<file path="src/rtl/lock_detect_defines.svh">
`ifndef LOCK_DETECT_DEFINES_SVH
`define LOCK_DETECT_DEFINES_SVH

// serial port register addresses
`define ADDR_W              6
`define LKD_CFG_ADDR        6'h07
`define EN_CFG_ADDR         6'h08
`define DATA_W              24

// register widths and reset values
`define LKD_CFG_W           21
`define EN_CFG_W            14
`define LKD_CFG_RST         21'h10_04fa
`define EN_CFG_RST          14'h31ff

// field positions of the lock detect register
`define LKD_WINCNT_LSB      0
`define LKD_WINCNT_W        10
`define LKD_ENABLE_BIT      10
`define LKD_ASYM_BIT        11
`define LKD_LEAD_BIT        12
`define LKD_RING_SEL_BIT    13
`define LKD_DUR_LSB         14
`define LKD_TRIM_LSB        17
`define LKD_FORCE_BIT       19
`define LKD_SLIP_BIT        20

// field positions of the enable register
`define EN_BIAS_BIT         0
`define EN_PUMP_BIT         1
`define EN_PFD_BIT          2
`define EN_REFBUF_BIT       3
`define EN_VCOBUF_BIT       4
`define EN_GPIO_BIT         5
`define EN_READBACK_BIT     6
`define EN_DIGCLK_BIT       7
`define EN_VCODIV_BIT       8
`define EN_DUTY_BIT         10
`define EN_RAW_REF_BIT      12
`define EN_DIV_REF_BIT      13

// timing
`define CLK_PERIOD_NS       10
`define ONESHOT_NS          20
`define ONESHOT_CYC         (`ONESHOT_NS / `CLK_PERIOD_NS)
`define DUTY_RATIO_MIN      32
`define STRETCH_CYC         4
`define RATIO_W             17

`endif

</file>
<file path="src/rtl/lock_detect_pkg.sv">
package lock_detect_pkg;

  // lock detect and slip prevention fields, msb first
  typedef struct packed {
    logic       slip_prevent_on;
    logic       ring_force_run;
    logic [1:0] ring_trim;
    logic [2:0] ring_duration;
    logic       ring_oneshot_sel;
    logic       lead_window_sel;
    logic       asym_window_on;
    logic       lock_detect_on;
    logic [9:0] lock_count_max;
  } lkd_cfg_s;

  // block power enables, msb first
  typedef struct packed {
    logic divided_ref_feed_on;
    logic raw_ref_feed_on;
    logic spare_b11;
    logic duty_stretch_on;
    logic spare_b9;
    logic vcodiv_on;
    logic vcodiv_digclk_on;
    logic readback_pad_on;
    logic gpio_pads_on;
    logic vco_buf_on;
    logic ref_buf_on;
    logic pfd_on;
    logic pump_on;
    logic bias_on;
  } en_cfg_s;

  // lock window tracker
  typedef enum logic [1:0] {
    WIN_IDLE = 2'b00,
    WIN_OPEN = 2'b01
  } win_state_e;

endpackage : lock_detect_pkg

</file>
<file path="src/rtl/lock_oneshot.sv">
`timescale 1ns/1ps
`include "lock_detect_defines.svh"

module lock_oneshot
  import lock_detect_pkg::*;
(
  input  wire logic       ref_clk_i,
  input  wire logic       reset_i,
  input  wire logic       start_i,
  input  wire logic       ring_sel_i,
  input  wire logic [2:0] duration_i,
  input  wire logic [1:0] trim_i,
  input  wire logic       force_run_i,
  output logic            window_o,
  output logic            ring_tick_o
);

  logic [1:0] ring_cnt_r;
  logic [3:0] remain_r;
  logic       ring_run;
  logic       ring_wrap;
  logic [3:0] load_val;

  // ring runs only while timing a window or when forced on
  assign ring_run  = force_run_i | (ring_sel_i & (remain_r != 4'h0));
  assign ring_wrap = ring_run & (ring_cnt_r == trim_i);
  assign ring_tick_o = ring_wrap;
  // analog shot is a fixed count, ring shot counts ring periods
  assign load_val = ring_sel_i ? ({1'b0, duration_i} + 4'h1)
                               : 4'(`ONESHOT_CYC);
  assign window_o = (remain_r != 4'h0);

  // ring period: trim 00 wraps every cycle, 11 every fourth
  always_ff @(posedge ref_clk_i) begin
    if (reset_i || !ring_run || ring_wrap) begin
      ring_cnt_r <= 2'h0;
    end else begin
      ring_cnt_r <= ring_cnt_r + 2'h1;
    end
  end

  // window countdown, a restart reloads it
  always_ff @(posedge ref_clk_i) begin
    if (reset_i) begin
      remain_r <= 4'h0;
    end else if (start_i) begin
      remain_r <= load_val;
    end else if (window_o && (!ring_sel_i || ring_wrap)) begin
      remain_r <= remain_r - 4'h1;
    end
  end

endmodule : lock_oneshot

</file>
<file path="src/rtl/vcodiv_stretch.sv">
`timescale 1ns/1ps
`include "lock_detect_defines.svh"

module vcodiv_stretch
  import lock_detect_pkg::*;
(
  input  wire logic                ref_clk_i,
  input  wire logic                reset_i,
  input  wire logic                div_pulse_i,
  input  wire logic                div_on_i,
  input  wire logic                stretch_on_i,
  input  wire logic [`RATIO_W-1:0] ratio_i,
  output logic                     div_clk_o
);

  logic [2:0] hold_r;
  logic       long_ratio;

  // stretching only pays off once the ratio leaves room for it
  assign long_ratio = stretch_on_i
                    & (ratio_i > `RATIO_W'(`DUTY_RATIO_MIN));

  // hold count: one cycle plain, several when stretched
  always_ff @(posedge ref_clk_i) begin
    if (reset_i || !div_on_i) begin
      hold_r <= 3'h0;
    end else if (div_pulse_i) begin
      hold_r <= long_ratio ? 3'(`STRETCH_CYC) : 3'h1;
    end else if (hold_r != 3'h0) begin
      hold_r <= hold_r - 3'h1;
    end
  end

  // registered so the digital clock feed carries no glitch
  always_ff @(posedge ref_clk_i) begin
    if (reset_i) begin
      div_clk_o <= 1'b0;
    end else begin
      div_clk_o <= div_on_i & (div_pulse_i | (hold_r > 3'h1));
    end
  end

endmodule : vcodiv_stretch

</file>
<file path="src/rtl/lock_detect_and_enable_regs.sv">
`timescale 1ns/1ps
`include "lock_detect_defines.svh"

// How it works
// - lock declared after programmed count of consecutive in-window edges
// - lock detect enable bit, default on, turns lock detection on
// - asymmetric bit restricts window to only lead or only lag
// - lead/lag select picks lead window at 1, lag at 0
// - one-shot select picks ring one-shot at 1, 20 ns analog at 0
// - three-bit field sets ring one-shot pulse length, default zero
// - two-bit trim sets ring speed; separate bit forces ring running
// - bit defaulting on enables cycle slip prevention
// - low enable bits, default on, power bias, pump, pfd, buffers
// - gpio pad enable powers both digital pads
// - readback pad enable lets lock or readback drive that pad
// - two bits enable vco divider and its clock to digital
// - duty mode stretches divider output pulse when ratio exceeds 32
// - raw reference feed to digital when its bit is set
// - divided reference feed to digital when its bit is set
module lock_detect_and_enable_regs
  import lock_detect_pkg::*;
(
  input  wire logic                ref_clk_i,
  input  wire logic                reset_i,
  // completed serial port transfers
  input  wire logic                wr_stb_i,
  input  wire logic [`ADDR_W-1:0]  wr_addr_i,
  input  wire logic [`DATA_W-1:0]  wr_data_i,
  input  wire logic [`ADDR_W-1:0]  rd_addr_i,
  output logic      [`DATA_W-1:0]  rd_data_o,
  // phase detector edges as one-cycle pulses
  input  wire logic                ref_edge_i,
  input  wire logic                vco_edge_i,
  input  wire logic                ref_in_i,
  // vco divider
  input  wire logic                div_pulse_i,
  input  wire logic [`RATIO_W-1:0] div_ratio_i,
  // pad sources
  input  wire logic                lock_output_route_i,
  input  wire logic                readback_active_i,
  input  wire logic                readback_data_i,
  input  wire logic [1:0]          gpo_data_i,
  // results
  output logic                     lock_o,
  output logic                     ring_tick_o,
  output en_cfg_s                  power_en_o,
  output logic                     slip_prevent_on_o,
  output logic                     raw_ref_feed_o,
  output logic                     divided_ref_feed_o,
  output logic                     div_clk_o,
  output logic                     lock_readback_pin_o,
  output logic                     lock_readback_pin_oe_n_o,
  output logic [1:0]               gpio_pad_o,
  output logic [1:0]               gpio_pad_oe_n_o
);

  // register selection, shared by write and read
  function automatic logic [1:0] reg_sel(input logic [`ADDR_W-1:0] a);
    reg_sel = {a == `EN_CFG_ADDR, a == `LKD_CFG_ADDR};
  endfunction : reg_sel

  // written copies and the copies that steer the hardware
  lkd_cfg_s lkd_wr_r;
  en_cfg_s  en_wr_r;
  lkd_cfg_s lkd_r;
  en_cfg_s  en_r;

  logic [1:0] wr_hit;
  logic [1:0] rd_hit;
  logic [`DATA_W-1:0] rd_nxt;

  // ---------------------------------------------------------------
  // register access
  // ---------------------------------------------------------------

  // decode of the serial port address
  assign wr_hit = wr_stb_i ? reg_sel(wr_addr_i) : 2'b00;
  assign rd_hit = reg_sel(rd_addr_i);

  // readback of the written copy; unmapped addresses read zero
  assign rd_nxt = rd_hit[0] ? `DATA_W'(lkd_wr_r) :
                  rd_hit[1] ? `DATA_W'(en_wr_r)  :
                  `DATA_W'(0);

  // whole-word capture, no field ever lands alone
  always_ff @(posedge ref_clk_i) begin
    if (reset_i) begin
      lkd_wr_r <= lkd_cfg_s'(`LKD_CFG_RST);
      en_wr_r  <= en_cfg_s'(`EN_CFG_RST);
    end else begin
      if (wr_hit[0]) begin
        lkd_wr_r <= lkd_cfg_s'(wr_data_i[`LKD_CFG_W-1:0]);
      end
      if (wr_hit[1]) begin
        en_wr_r <= en_cfg_s'(wr_data_i[`EN_CFG_W-1:0]);
      end
    end
  end

  // settings move into service only at a reference edge; a window
  // opened by that same edge is loaded under the old settings and timed under the new
  always_ff @(posedge ref_clk_i) begin
    if (reset_i) begin
      lkd_r <= lkd_cfg_s'(`LKD_CFG_RST);
      en_r  <= en_cfg_s'(`EN_CFG_RST);
    end else if (ref_edge_i) begin
      lkd_r <= lkd_wr_r;
      en_r  <= en_wr_r;
    end
  end

  // registered read data
  always_ff @(posedge ref_clk_i) begin
    if (reset_i) begin
      rd_data_o <= `DATA_W'(0);
    end else begin
      rd_data_o <= rd_nxt;
    end
  end

  // ---------------------------------------------------------------
  // lock window timing
  // ---------------------------------------------------------------

  win_state_e  win_r;
  win_state_e  win_nxt;
  logic        first_vco_r;
  logic        just_started_r;
  logic        window;
  logic        shot_start;
  logic        ref_may_open;
  logic        vco_may_open;
  logic        both_edges;
  logic        hit;
  logic        miss;
  logic [9:0]  hit_cnt_r;
  logic [9:0]  hit_cnt_nxt;
  logic        lock_nxt;
  logic        detect_on;

  assign detect_on = lkd_r.lock_detect_on;

  // which edge may open a window: lag opens on the reference,
  // lead opens on the vco, symmetric lets either open it
  assign ref_may_open = !lkd_r.asym_window_on
                      | !lkd_r.lead_window_sel;
  assign vco_may_open = !lkd_r.asym_window_on
                      |  lkd_r.lead_window_sel;
  assign both_edges   = ref_edge_i & vco_edge_i;

  // window opens on the first admissible edge while idle
  assign shot_start = detect_on && (win_r == WIN_IDLE) && !both_edges
                    && ((ref_edge_i && ref_may_open)
                     || (vco_edge_i && vco_may_open));

  lock_oneshot u_oneshot (
    .ref_clk_i   (ref_clk_i),
    .reset_i     (reset_i),
    .start_i     (shot_start),
    .ring_sel_i  (lkd_r.ring_oneshot_sel),
    .duration_i  (lkd_r.ring_duration),
    .trim_i      (lkd_r.ring_trim),
    .force_run_i (lkd_r.ring_force_run),
    .window_o    (window),
    .ring_tick_o (ring_tick_o)
  );

  // verdicts: coincident edges hit unless the window has just run out; a partner edge inside
  // the window hits; a repeat edge, a closed window or an edge
  // from the forbidden side misses
  always_comb begin
    win_nxt = win_r;
    hit     = 1'b0;
    miss    = 1'b0;
    if (!detect_on) begin
      win_nxt = WIN_IDLE;
    end else begin
      unique case (win_r)
        WIN_IDLE: begin
          if (both_edges) begin
            hit = 1'b1;
          end else if (shot_start) begin
            win_nxt = WIN_OPEN;
          end else if (ref_edge_i || vco_edge_i) begin
            miss = 1'b1;
          end
        end
        WIN_OPEN: begin
          if (first_vco_r ? ref_edge_i : vco_edge_i) begin
            hit     = window | just_started_r;
            miss    = !(window | just_started_r);
            win_nxt = WIN_IDLE;
          end else if (ref_edge_i || vco_edge_i) begin
            miss    = 1'b1;
            win_nxt = WIN_IDLE;
          end else if (!window && !just_started_r) begin
            miss    = 1'b1;
            win_nxt = WIN_IDLE;
          end
        end
      endcase
    end
  end

  // window tracker state
  always_ff @(posedge ref_clk_i) begin
    if (reset_i) begin
      win_r          <= WIN_IDLE;
      first_vco_r    <= 1'b0;
      just_started_r <= 1'b0;
    end else begin
      win_r          <= win_nxt;
      just_started_r <= shot_start;
      if (shot_start) begin
        first_vco_r <= vco_edge_i;
      end
    end
  end

  // consecutive hit count saturates at 3ff, whatever the programmed target;
  // any miss starts the count over and drops lock
  assign hit_cnt_nxt = !detect_on ? 10'h000 :
                       miss       ? 10'h000 :
                       (hit && hit_cnt_r != 10'h3ff)
                                  ? hit_cnt_r + 10'h001 : hit_cnt_r;
  assign lock_nxt = detect_on && !miss
                 && (hit_cnt_nxt >= lkd_r.lock_count_max)
                 && (hit || lock_o);

  // lock flag and count
  always_ff @(posedge ref_clk_i) begin
    if (reset_i) begin
      hit_cnt_r <= 10'h000;
      lock_o    <= 1'b0;
    end else begin
      hit_cnt_r <= hit_cnt_nxt;
      lock_o    <= lock_nxt;
    end
  end

  // ---------------------------------------------------------------
  // enables, feeds and pads
  // ---------------------------------------------------------------

  logic raw_feed_nxt;
  logic div_feed_nxt;
  logic pad_nxt;

  // power enables straight from the active copy; reserved bits and
  // the reference buffer are passed as software left them
  assign power_en_o        = en_r;
  assign slip_prevent_on_o = lkd_r.slip_prevent_on;

  // reference feeds gated per bit
  assign raw_feed_nxt = ref_in_i   & en_r.raw_ref_feed_on;
  assign div_feed_nxt = ref_edge_i & en_r.divided_ref_feed_on;

  // readback has priority on the shared pad over the lock flag
  assign pad_nxt = readback_active_i ? readback_data_i
                                     : (lock_o & lock_output_route_i);

  // feeds and pad data registered to keep them glitch free
  always_ff @(posedge ref_clk_i) begin
    if (reset_i) begin
      raw_ref_feed_o      <= 1'b0;
      divided_ref_feed_o  <= 1'b0;
      lock_readback_pin_o <= 1'b0;
    end else begin
      raw_ref_feed_o      <= raw_feed_nxt;
      divided_ref_feed_o  <= div_feed_nxt;
      lock_readback_pin_o <= pad_nxt;
    end
  end

  // pad driver off leaves the pin floating, enable low drives it
  assign lock_readback_pin_oe_n_o = !en_r.readback_pad_on;

  // both general-purpose pads share one power enable
  genvar g;
  generate
    for (g = 0; g < 2; g++) begin : g_gpio
      always_ff @(posedge ref_clk_i) begin
        if (reset_i) begin
          gpio_pad_o[g] <= 1'b0;
        end else begin
          gpio_pad_o[g] <= gpo_data_i[g];
        end
      end
      assign gpio_pad_oe_n_o[g] = !en_r.gpio_pads_on;
    end
  endgenerate

  // divider enable kills the pulse, clock feed enable gates delivery
  logic div_clk_raw;

  vcodiv_stretch u_stretch (
    .ref_clk_i    (ref_clk_i),
    .reset_i      (reset_i),
    .div_pulse_i  (div_pulse_i),
    .div_on_i     (en_r.vcodiv_on),
    .stretch_on_i (en_r.duty_stretch_on),
    .ratio_i      (div_ratio_i),
    .div_clk_o    (div_clk_raw)
  );

  // delivery gate; the stretcher output is already a flop
  assign div_clk_o = div_clk_raw & en_r.vcodiv_digclk_on;

endmodule : lock_detect_and_enable_regs

</file>
<file path="config.mk">
export PLATFORM = sky130hd
export DESIGN_NAME = lock_detect_and_enable_regs
export DESIGN_NICKNAME = d
export VERILOG_FILES = /design/src/rtl/lock_detect_pkg.sv /design/src/rtl/lock_oneshot.sv /design/src/rtl/vcodiv_stretch.sv /design/src/rtl/lock_detect_and_enable_regs.sv
export VERILOG_INCLUDE_DIRS = /design/src /design/src/rtl
export SDC_FILE = /design/constraint.sdc
export NUM_CORES = 1
export LEC_CHECK = 0
export BUFFER_PORTS_ARGS = -buffer_cell sky130_fd_sc_hd__buf_2
export CORE_ASPECT_RATIO = 0.7
export CORE_MARGIN = 2
export CORE_UTILIZATION = 56
export CTS_BUF_LIST = sky130_fd_sc_hd__clkbuf_4
export DETAILED_ROUTE_END_ITERATION = 8
export PLACE_DENSITY_LB_ADDON = 0.1
export REMOVE_ABC_BUFFERS = 1
export SLEW_MARGIN = 5
export SYNTH_ARGS = -nofsm -noshare
export SYNTH_HDL_FRONTEND = slang
export SYNTH_SLANG_ARGS = --single-unit
</file>
<file path="constraint.sdc">
create_clock -name ref_clk_i -period 4.5 [get_ports ref_clk_i]
set_clock_uncertainty 0.2 [all_clocks]
set_input_delay 0.45 -clock ref_clk_i [delete_from_list [all_inputs] [get_ports ref_clk_i]]
set_output_delay 0.45 -clock ref_clk_i [all_outputs]
set_load 0.03 [all_outputs]
</file>
==> results.tsv, run 1 <==
stage	metric	value	unit
floorplan	start_util	58.1	%
worst_setup_path	cp-start-kind	flop	
worst_setup_path	worst_setup_path_end_kind	flop	
placement	port_buffers	108	
worst_setup_path	startpoint	u_oneshot.remain_r[0]$_SDFFE_PP0P_	
power	ir_worst_vdd	0.000236	V
synthesis	synth_area_leaders	dfxtp_1 49%, mux2i_1 14%, nor2_1 4.9%, ha_1 4.3%, nand2_1 3.9%	
cells_and_area	antennaDiodeCount	0	
routing	wl_met1	5380	um
synthesis	yosys.area.top_type_share	48.5	%
hold_path	hold_path_startpoint	wr_data_i[18]	
routing	drc	0	
cts	cts_resized	0	
synthesis	netlist_area	4950	um^2
routing	via_count	4064	
routing	wl_per_cell	14.6	um
timing	hold_violations	0	
synthesis	synth-edff-count	0	
cells_and_area	syn_to_final_growth	24.2	%
routing	maxUsedRoutingLayer	met4	
run_status	status	finished clean	
hold_path	hold_path.class	in2reg	
synthesis	ys_seq_area_share	48.5	%
hold_path	holdPathEnd	lkd_wr_r[18]$_SDFFE_PP0P_	
timing	maxSlewHeadroom	27.6	%
synthesis	synth.distinct_cells	49	
routing	vias_per_cell	5.26	
timing	grt_setup_unrepaired	no	
worst_setup_path	r2r_slack	0.82	ns
placement	post-place-ws	0.868	ns
timing	fin_crit_sh	81.7	%
power	power.density	361	nW/um^2
hold_path	hold_depth	3	
power	p_leak	2.84	nW
synthesis	ys_seq_elements	120	
worst_setup_path	r2r_end	lock_o$_SDFF_PP0_	
synthesis	yosysWarnings	0	
synthesis	synth_ff_type	dfxtp_1	
routing	routed_wl	11300	um
floorplan	dieWidth	116	um
placement	dp.final_hpwl	7500	um
cells_and_area	final_nets	722	
timing	setup_viol_count_final	0	
floorplan	ioPinCount	115	
global_route	overflow	0	
worst_setup_path	r2r_cells	13	
cells_and_area	num-fill-cells	679	
global_route	grt_use_total	25.0	%
timing	finalCriticalPeriod	3.68	ns
cts	cts_buffers	17	
cts	clk_latency	0.51	ns
cts	numClockSinks	120	
cts	cts_tree	built	
timing	drv_slew	0	
timing	max_freq	272	MHz
routing	first_pass_iters	7	
floorplan	die_y	82.7	um
cts	clkSlewWorstSetupHoldPaths	0.10	ns
cts	clk_path_buf_depth	2	
global_route	grt_first_pass_wirelength	18100	um
timing	setup-tns-final	0	ns
worst_setup_path	cp_max_fo	10	
global_route	grt_max_degree	46	
worst_setup_path	worstPathArrival	3.86	ns
floorplan	placement_rows	28	
worst_setup_path	worstSetupPathType	reg2reg	
synthesis	async_flop_share	0	%
cts	cts_max_level	4	
global_route	grt_pass1_vias	3863	
cts	cts-root-buf	clkbuf_4	
routing	wl_met2	5030	um
job	cap_violations	0	
routing	antenna_left	0	
placement	place_congestion	0.870	
synthesis	yosys.area.top_type	dfxtp_1	
routing	met3_wirelength	789	um
global_route	antenna_found_initial	0	
worst_setup_path	rr_startpoint	u_oneshot.remain_r[0]$_SDFFE_PP0P_	
synthesis	netlist_instances	511	
floorplan	die_area	9620	um^2
timing	tightest_slew	1.08	ns
synthesis	syn_avg_cell_area	9.69	um^2
timing	setup_ws	0.821	ns
routing	drt_iter0_drc	227	
floorplan	core	8510	um^2
cells_and_area	drive_gt1_share	22.9	%
worst_setup_path	crit_required	4.68	ns
==> kinds of logic after synthesis <==
kind of cell,Yosys count,share of synthesized area [%]
other,1,0.0758
muxes,71,14.4
xor gates and xnor gates,11,1.95
buffers and inverters,49,4.35
DFF,120,48.5
and+or+nand+nor,186,17.9
adders and majority gates,17,4.30
AOI/OAI and AO/OA,56,8.49
==> cells in the mapped netlist (9+ instances only) <==
master / instances
nand2b_1: 9
a21oi_1: 12
clkbuf_1: 14
mux2i_1: 69
nor3_1: 9
nor2_1: 65
ha_1: 17
nand2_1: 51
a22o_1: 14
dfxtp_1: 120
inv_1: 17
o211ai_1: 9
==> what timing repair did <==
action	in CTS	in global routing
setup endpoints to repair	0	0
endpoints found under the hold margin	41	0
hold buffers	26	0
buffers inserted	0	0
==> metal layers <==
layer / GRT usage, % / vias up
li1: - / 2028
met4: 6.67 / 0
met1: 31.2 / 1878
met3: 9.49 / 10
met5: 0 / -
met2: 41.0 / 148
==> sequential cells by signal, indices dropped and copies added (netlist names), 3 cells and up <==
name / cells
u_stretch.hold_r: 3
power_en_o: 14
lkd_wr_r: 21
hit_cnt_r: 10
u_oneshot.remain_r: 4
rd_data_o: 21
en_wr_r: 14
lkd_r: 19
==> worst max path at each step <==
stage                              to  slack, ns  depth (start not counted)
finish              lock_o$_SDFF_PP0_       0.82                         13
global route        lock_o$_SDFF_PP0_       0.52                         13
CTS                 lock_o$_SDFF_PP0_       0.83                         13
detailed placement  lock_o$_SDFF_PP0_       0.87                         13
global placement    lock_o$_SDFF_PP0_       0.94                         13
floorplan           lock_o$_SDFF_PP0_       1.34                         13
==> layout make-up <==
type	count	area [um^2]	share of cell area (%)
Sequential cell	120	2400	39.1
Multi-Input combinational cell	344	2360	38.4
Timing Repair Buffer	139	838	13.6
Clock inverter	11	179	2.91
Clock buffer	20	150	2.44
Tap cell	120	150	2.44
Inverter	18	67.6	1.10
==> placed cells by master, fill, tap and decap left out, types with 2 or more instances in the layout <==
master	n
a2111oi_0	2
a21o_1	3
a21oi_1	12
a221o_1	2
a22o_1	14
a311oi_1	2
and2_1	8
and3_1	3
buf_2	108
buf_4	5
bufinv_16	5
clkbuf_4	20
clkinv_1	5
conb_1	3
dfxtp_1	120
dlygate4sd3_1	26
ha_1	17
inv_1	17
mux2i_1	69
nand2_1	51
nand2b_1	9
nand3_1	8
nand4_1	4
nand4b_1	2
nor2_1	64
nor2b_1	5
nor3_1	9
nor3b_1	2
nor4_1	6
nor4b_1	3
o211ai_1	9
o21ai_0	5
or3_1	4
xnor2_1	7
xor2_1	4
==> critical path, stage by stage (launching register included) <==
cell and delay (ns):
dfxtp_1 0.32, inv_1 0.11, ha_1 0.18, or3b_1 0.48
o21ai_4 0.31, or3_1 0.28, xor2_1 0.12, or2_2 0.29
ha_1 0.26, nand2b_1 0.14, a21oi_1 0.15, nor3_1 0.06
a2111oi_0 0.54, nor3_1 0.12
==> report_power, final <==
group          internal, W  switching (W)  total [W]
logic             0.000105       0.000134   0.000238
registers          0.00108      0.0000136    0.00110
clock network     0.000506       0.000379   0.000885
total              0.00169       0.000527    0.00222
==> metrics by stage <==
| stage | total power, W | util [%] | std cells | hold slack [ns] | instance area, um^2 |
|---|---|---|---|---|---|
| 6_report | 0.00222 | 72.2 | 772 | 0.0308 | 6150 |
| 5_1_grt | 0.00232 | 72.2 | 772 | 0.00523 | 6150 |
| 4_1_cts | 0.00224 | 72.2 | 772 | 0.00161 | 6150 |
| 3_5_place_dp | 0.00134 | 65.3 | 715 | 0.256 | 5560 |
| 3_3_place_gp | 0.00133 | 65.3 | 715 | 0.249 | 5560 |
| 2_1_floorplan | 0.00125 | - | 482 | 0.252 | 4810 |
(Power assumes the default switching activity.)
==> run 2: changes to the inputs <==
--- a/config.mk
+++ b/config.mk
@@ -9,7 +9,7 @@
 export BUFFER_PORTS_ARGS = -buffer_cell sky130_fd_sc_hd__buf_2
 export CORE_ASPECT_RATIO = 0.7
 export CORE_MARGIN = 2
-export CORE_UTILIZATION = 56
+export CORE_UTILIZATION = 50
 export CTS_BUF_LIST = sky130_fd_sc_hd__clkbuf_4
 export DETAILED_ROUTE_END_ITERATION = 8
 export PLACE_DENSITY_LB_ADDON = 0.1
==> constraint.sdc (replaced) <==
create_clock -name ref_clk_i -period 3.3 [get_ports ref_clk_i]
set_clock_uncertainty 0.2 [all_clocks]
set_input_delay 0.33 -clock ref_clk_i [delete_from_list [all_inputs] [get_ports ref_clk_i]]
set_output_delay 0.33 -clock ref_clk_i [all_outputs]
set_load 0.03 [all_outputs]
==> results.tsv, run 2 (synthesis results as in run 1) <==
stage	metric	value	unit	change
global_route	antenna_found_initial	0		unchanged
timing	finalCriticalPeriod	3.13	ns	-0.553 ns
floorplan	die_y	87.2	um	+5.5%
cells_and_area	final_nets	736		+1.9%
cells_and_area	syn_to_final_growth	28.1	%	
timing	setup_ws	0.175	ns	-0.647 ns
routing	first_pass_iters	4		-3
placement	dp.cells	732		+2.4%
cells_and_area	drive_gt1_share	25.2	%	+2.3 points
routing	vias_per_cell	5.00		-5.0%
cells_and_area	final_cells	795		+3.0%
cts	clk_latency	0.51	ns	about the same
timing	grt_setup_unrepaired	no		
placement	dp.final_hpwl	7500	um	about the same
placement	place_congestion	0.857		-1.4%
timing	max_freq	320	MHz	+18%
placement	port_buffers	108		unchanged
floorplan	die_area	10700	um^2	+11%
worst_setup_path	slowest_delay	0.42	ns	-0.12 ns
run_status	status	finished clean		
timing	setup-tns-final	0	ns	unchanged
cts	clkSlewWorstSetupHoldPaths	0.11	ns	about the same
routing	via_count	3975		-2.2%
floorplan	start_util	51.3	%	-6.8 points
timing	fin_crit_sh	94.7	%	+13 points
worst_setup_path	path_cells	inv_2 > ha_1 > or3b_4 > o21ai_4 > or3_4 > xor2_1 > or2_2 > ha_1 > nand2b_1 > a21oi_1 > nor3_1 > a2111oi_4 > nor3_1		
routing	drt_iter0_drc	148		-35%
timing	drv_slew	0		unchanged
worst_setup_path	worstSetupPathType	reg2reg		
cells_and_area	register_area	2400	um^2	unchanged
floorplan	dieWidth	123	um	+5.6%
cts	cts_tree	built		
cts	numClockSinks	120		unchanged
power	ir_worst_vdd	0.000325	V	+38%
routing	antenna_left	0		unchanged
power	power.density	489	nW/um^2	+35%
cells_and_area	multiInputGateArea	2390	um^2	+1.4%
routing	routed_wl	11200	um	-0.87%
global_route	grt_first_pass_wirelength	18400	um	+1.4%
global_route	grt_pass1_vias	3991		+3.3%
cells_and_area	top_regs	lkd_wr_r: 21 flops, rd_data_o: 21 flops, lkd_r: 19 flops		
cells_and_area	num-fill-cells	788		+16%
floorplan	placement_rows	30		+7.1%
worst_setup_path	slowest_stage	or3_4		
cts	cts_max_level	4		unchanged
cts	cts_buffers	17		unchanged
cells_and_area	antennaDiodeCount	0		unchanged
timing	setup_viol_count_final	0		unchanged
worst_setup_path	rr_startpoint	u_oneshot.remain_r[0]$_SDFFE_PP0P_		
placement	post-place-ws	0.0630	ns	-0.805 ns
worst_setup_path	worst_setup_path_end_kind	flop		
worst_setup_path	startpoint	u_oneshot.remain_r[0]$_SDFFE_PP0P_		
cts	clk_path_buf_depth	2		unchanged
global_route	overflow	0		unchanged
floorplan	core	9650	um^2	+13%
floorplan	ioPinCount	115		unchanged
worst_setup_path	critPathBufInv	1		unchanged
worst_setup_path	cp-start-kind	flop		
routing	drc	0		unchanged
timing	whs	0.0406	ns	+0.00984 ns
global_route	grt_max_degree	44		-4.3%
power	p_leak	2.91	nW	+2.6%
worst_setup_path	crit_required	3.49	ns	-1.19 ns
hold_path	hold_path_startpoint	reset_i		
cells_and_area	final_cell_mix	120 x dfxtp_1, 108 x buf_2, 69 x mux2i_1, 64 x nor2_1, 51 x nand2_1		
worst_setup_path	cp_max_fo	4		-6
hold_path	hold_path.class	in2reg		
global_route	grt_use_total	22.3	%	-2.7 points
power	finalPower	0.00310	W	+40%
cells_and_area	final_common_cell	dfxtp_1		
job	cap_violations	0		unchanged
routing	wl_per_cell	14.1	um	-3.7%
worst_setup_path	crit_family	simple AND/OR/NAND/NOR gates		
cts	cts-root-buf	clkbuf_4		
worst_setup_path	worstPathArrival	3.31	ns	-0.55 ns
timing	hold_violations	0		unchanged
==> run 2: changes by cell type in the layout (fill, tap and decap cells not counted), moves of 2 or more <==
cell / change
buf_4: +7
buf_6: +2
clkbuf_4: -3
clkinv_1: -3
clkinv_4: +2
clkinvlp_4: +3
dlygate4sd3_1: +5
inv_6: +2
==> run 2: repair_timing <==
| action | CTS | global route |
|---|---|---|
| gates cloned | 0 | 0 |
| resized for setup | 1 | 9 |
| pin swaps | 0 | 1 |
| endpoints found under the setup margin | 1 | 1 |
| hold endpoints to repair | 44 | 0 |
| buffers inserted | 0 | 0 |
| hold buffers | 31 | 0 |
==> run 2: tightest hold or removal path, cell delays in order <==
cell and delay (ns):
buf_2 0.10, clkinv_1 0.20, nand2_1 0.07
==> run 2: worst paths after layout <==
kind,cells after the start,slack [ns],endpoint
max,13,0.17,lock_o$_SDFF_PP0_
min,3,0.04,lkd_wr_r[10]$_SDFFE_PP1P_
max reg2reg,13,0.17,lock_o$_SDFF_PP0_
min reg2reg,2,0.29,power_en_o[0]$_SDFFE_PP1P_
==> run 2: layout make-up <==
type / count / share of cell area, %
Timing Repair Buffer: 153 / 15.2
Sequential cell: 120 / 37.9
Clock inverter: 15 / 3.55
Clock buffer: 17 / 2.01
Multi-Input combinational cell: 344 / 37.8
Tap cell: 128 / 2.53
Inverter: 18 / 1.07
==> run 2: metal layers <==
layer | share of wire (%) | global-route usage, %
met1 | 49 | 29.2
met2 | 43 | 35.6
met3 | 6.9 | 6.74
met4 | 0.46 | 6.69
met5 | 0 | 0
==> run 2: power by group <==
group	internal, W	leakage (nW)	switching (W)
Combinational	0.000165	1.76	0.000182
Clock	0.000681	0.176	0.000573
Sequential	0.00148	0.974	0.0000188
==> run 2: stage by stage <==
step	util [%]	instance area (um^2)
after global placement	58.4	5630
after floorplan	-	4810
after CTS	65.3	6300
after detailed placement	58.4	5630
after global routing	65.7	6340
final	65.7	6340
==> run 3: changes to the inputs <==
--- a/config.mk
+++ b/config.mk
@@ -7,7 +7,7 @@
 export NUM_CORES = 1
 export LEC_CHECK = 0
 export BUFFER_PORTS_ARGS = -buffer_cell sky130_fd_sc_hd__buf_2
-export CORE_ASPECT_RATIO = 0.7
+export CORE_ASPECT_RATIO = 0.75
 export CORE_MARGIN = 2
 export CORE_UTILIZATION = 50
 export CTS_BUF_LIST = sky130_fd_sc_hd__clkbuf_4
==> results.tsv, run 3 (synthesis results as in run 1) <==
stage	metric	value	unit	change
worst_setup_path	cp_max_fo	9		+5
global_route	grt_use_total	21.3	%	-0.96 points
placement	place_congestion	0.825		-3.7%
routing	drt_iter0_drc	149		+0.68%
cells_and_area	syn_to_final_growth	27.2	%	
timing	fin_crit_sh	94.0	%	-0.71 points
placement	port_buffers	108		unchanged
floorplan	placement_rows	31		+3.3%
cells_and_area	final_cell_mix	119 x dfxtp_1, 108 x buf_2, 69 x mux2i_1, 64 x nor2_1, 51 x nand2_1		
routing	drc	0		unchanged
cts	post_cts_buffers	0		unchanged
worst_setup_path	slowest_delay	0.37	ns	-0.05 ns
worst_setup_path	crit_required	3.47	ns	-0.02 ns
routing	vias_per_cell	5.06		+1.1%
placement	post-place-ws	-0.0568	ns	-0.120 ns
floorplan	ioPinCount	115		unchanged
cells_and_area	drive_gt1_share	25.1	%	-0.11 points
timing	max_freq	322	MHz	+0.76%
timing	whs	0.180	ns	+0.139 ns
floorplan	core	9660	um^2	+0.12%
routing	antenna_left	0		unchanged
power	finalPower	0.00297	W	-4.3%
cts	cts_buffers	17		unchanged
timing	setup_ws	0.198	ns	+0.0236 ns
worst_setup_path	critPathBufInv	2		+1
placement	place_area	5640	um^2	+0.18%
routing	first_pass_iters	4		unchanged
floorplan	die_area	10700	um^2	about the same
worst_setup_path	worstSetupPathType	reg2reg		
cts	numClockSinks	120		unchanged
global_route	grt_first_pass_wirelength	18500	um	+0.79%
timing	grt_setup_unrepaired	no		
run_status	status	finished clean		
timing	maxSlewHeadroom	36.4	%	
global_route	overflow	0		unchanged
cts	cts_tree	built		
global_route	grt_pass1_vias	4026		+0.88%
timing	setup_viol_count_final	0		unchanged
cells_and_area	antennaDiodeCount	0		unchanged
power	power.density	471	nW/um^2	-3.6%
worst_setup_path	path_cells	inv_1 > ha_1 > or3b_4 > o21ai_4 > buf_4 > a221o_2 > or2_2 > ha_1 > nand2b_1 > a21oi_1 > nor3_1 > a2111oi_4 > nor3_1		
hold_path	hold_path.class	in2reg		
placement	dp.final_hpwl	7540	um	+0.56%
routing	wl_per_cell	13.9	um	-1.4%
cts	cts_max_level	4		unchanged
cts	cts-root-buf	clkbuf_4		
worst_setup_path	cp-start-kind	flop		
worst_setup_path	crit_family	simple AND/OR/NAND/NOR gates		
cells_and_area	final_common_cell	dfxtp_1		
job	cap_violations	0		unchanged
floorplan	start_util	51.3	%	-0.060 points
floorplan	dieWidth	119	um	-3.3%
cts	clkSlewWorstSetupHoldPaths	0.10	ns	about the same
timing	hold_violations	0		unchanged
global_route	grt_max_degree	46		+4.5%
routing	via_count	4034		+1.5%
global_route	antenna_found_initial	0		unchanged
worst_setup_path	slowest_stage	a221o_2		
cells_and_area	top_regs	lkd_wr_r: 21 flops, rd_data_o: 21 flops, lkd_r: 19 flops		
timing	finalCriticalPeriod	3.10	ns	-0.0236 ns
cells_and_area	final_nets	736		unchanged
power	ir_worst_vdd	0.000279	V	-14%
timing	drv_slew	0		unchanged
cts	clk_latency	0.50	ns	about the same
cts	clk_path_buf_depth	2		unchanged
timing	tightest_slew	0.951	ns	
floorplan	die_y	90.2	um	+3.3%
routing	routed_wl	11100	um	-1.0%
power	p_leak	2.90	nW	-0.41%
worst_setup_path	worstPathArrival	3.27	ns	-0.04 ns
worst_setup_path	worst_setup_path_end_kind	flop		
cells_and_area	final_area	6300	um^2	-0.67%
[run 3: cell count changes in the layout (fill, tap and decap cells not counted), moves of 2 or more]
cell	before	now
clkinv_4	3	0
buf_6	2	0
clkinv_2	1	4
inv_6	2	0
clkinvlp_4	3	1
clkbuf_4	17	20
buf_4	12	14
[run 3: repair_timing]
action | CTS | global route
hold buffers | 31 | 0
resized for setup | 2 | 7
pin swaps | 0 | 4
setup endpoints to repair | 1 | 1
hold endpoints to repair | 44 | 0
[run 3: worst min-delay path: stages]
cell and delay (ns):
buf_2 0.09, clkinv_1 0.05, buf_4 0.27, nand2_1 0.10
[run 3: final cells by class]
type / instances / area (um^2)
multi-input cells: 344 / 2400
repair buffers: 153 / 956
inverters: 18 / 67.6
clock inverters: 11 / 155
flip-flops and latches: 120 / 2400
clock buffers: 20 / 150
well taps: 132 / 165
fillers: 820 / 3360
[run 3: path summary, 6_finish.rpt]
| path | startpoint | endpoint | slack, ns | depth (start not counted) |
|---|---|---|---|---|
| setup / recovery | u_oneshot.remain_r[1]$_SDFFE_PP0P_ | lock_o$_SDFF_PP0_ | 0.20 | 13 |
| hold / removal | reset_i | en_wr_r[13]$_SDFFE_PP1P_ | 0.18 | 4 |
| setup reg to reg | u_oneshot.remain_r[1]$_SDFFE_PP0P_ | lock_o$_SDFF_PP0_ | 0.20 | 13 |
| hold reg to reg | power_en_o[1]$_SDFFE_PP1P_ | power_en_o[1]$_SDFFE_PP1P_ | 0.28 | 2 |
[run 3: per-layer routing]
metal | vias up | GRT usage, % | routed length (um)
li1 | 2046 | - | -
met1 | 1883 | 27.3 | 5320
met2 | 95 | 35.5 | 5200
met3 | 10 | 5.46 | 453
met4 | 0 | 6.55 | 116
met5 | - | 0 | 0
[run 3: where the power goes]
group / internal (W) / switching [W]
clock: 0.000613 / 0.000508
sequential: 0.00148 / 0.0000193
combinational: 0.000165 / 0.000182
[run 3: through the flow]
| stage | util [%] | instances | TNS [ns] |
|---|---|---|---|
| global placement | 58.4 | 736 | -0.0875 |
| floorplan | - | 482 | 0 |
| CTS | 64.9 | 798 | 0 |
| finish | 65.2 | 798 | 0 |
| global route | 65.2 | 798 | 0 |
| detailed placement | 58.4 | 736 | -0.0568 |
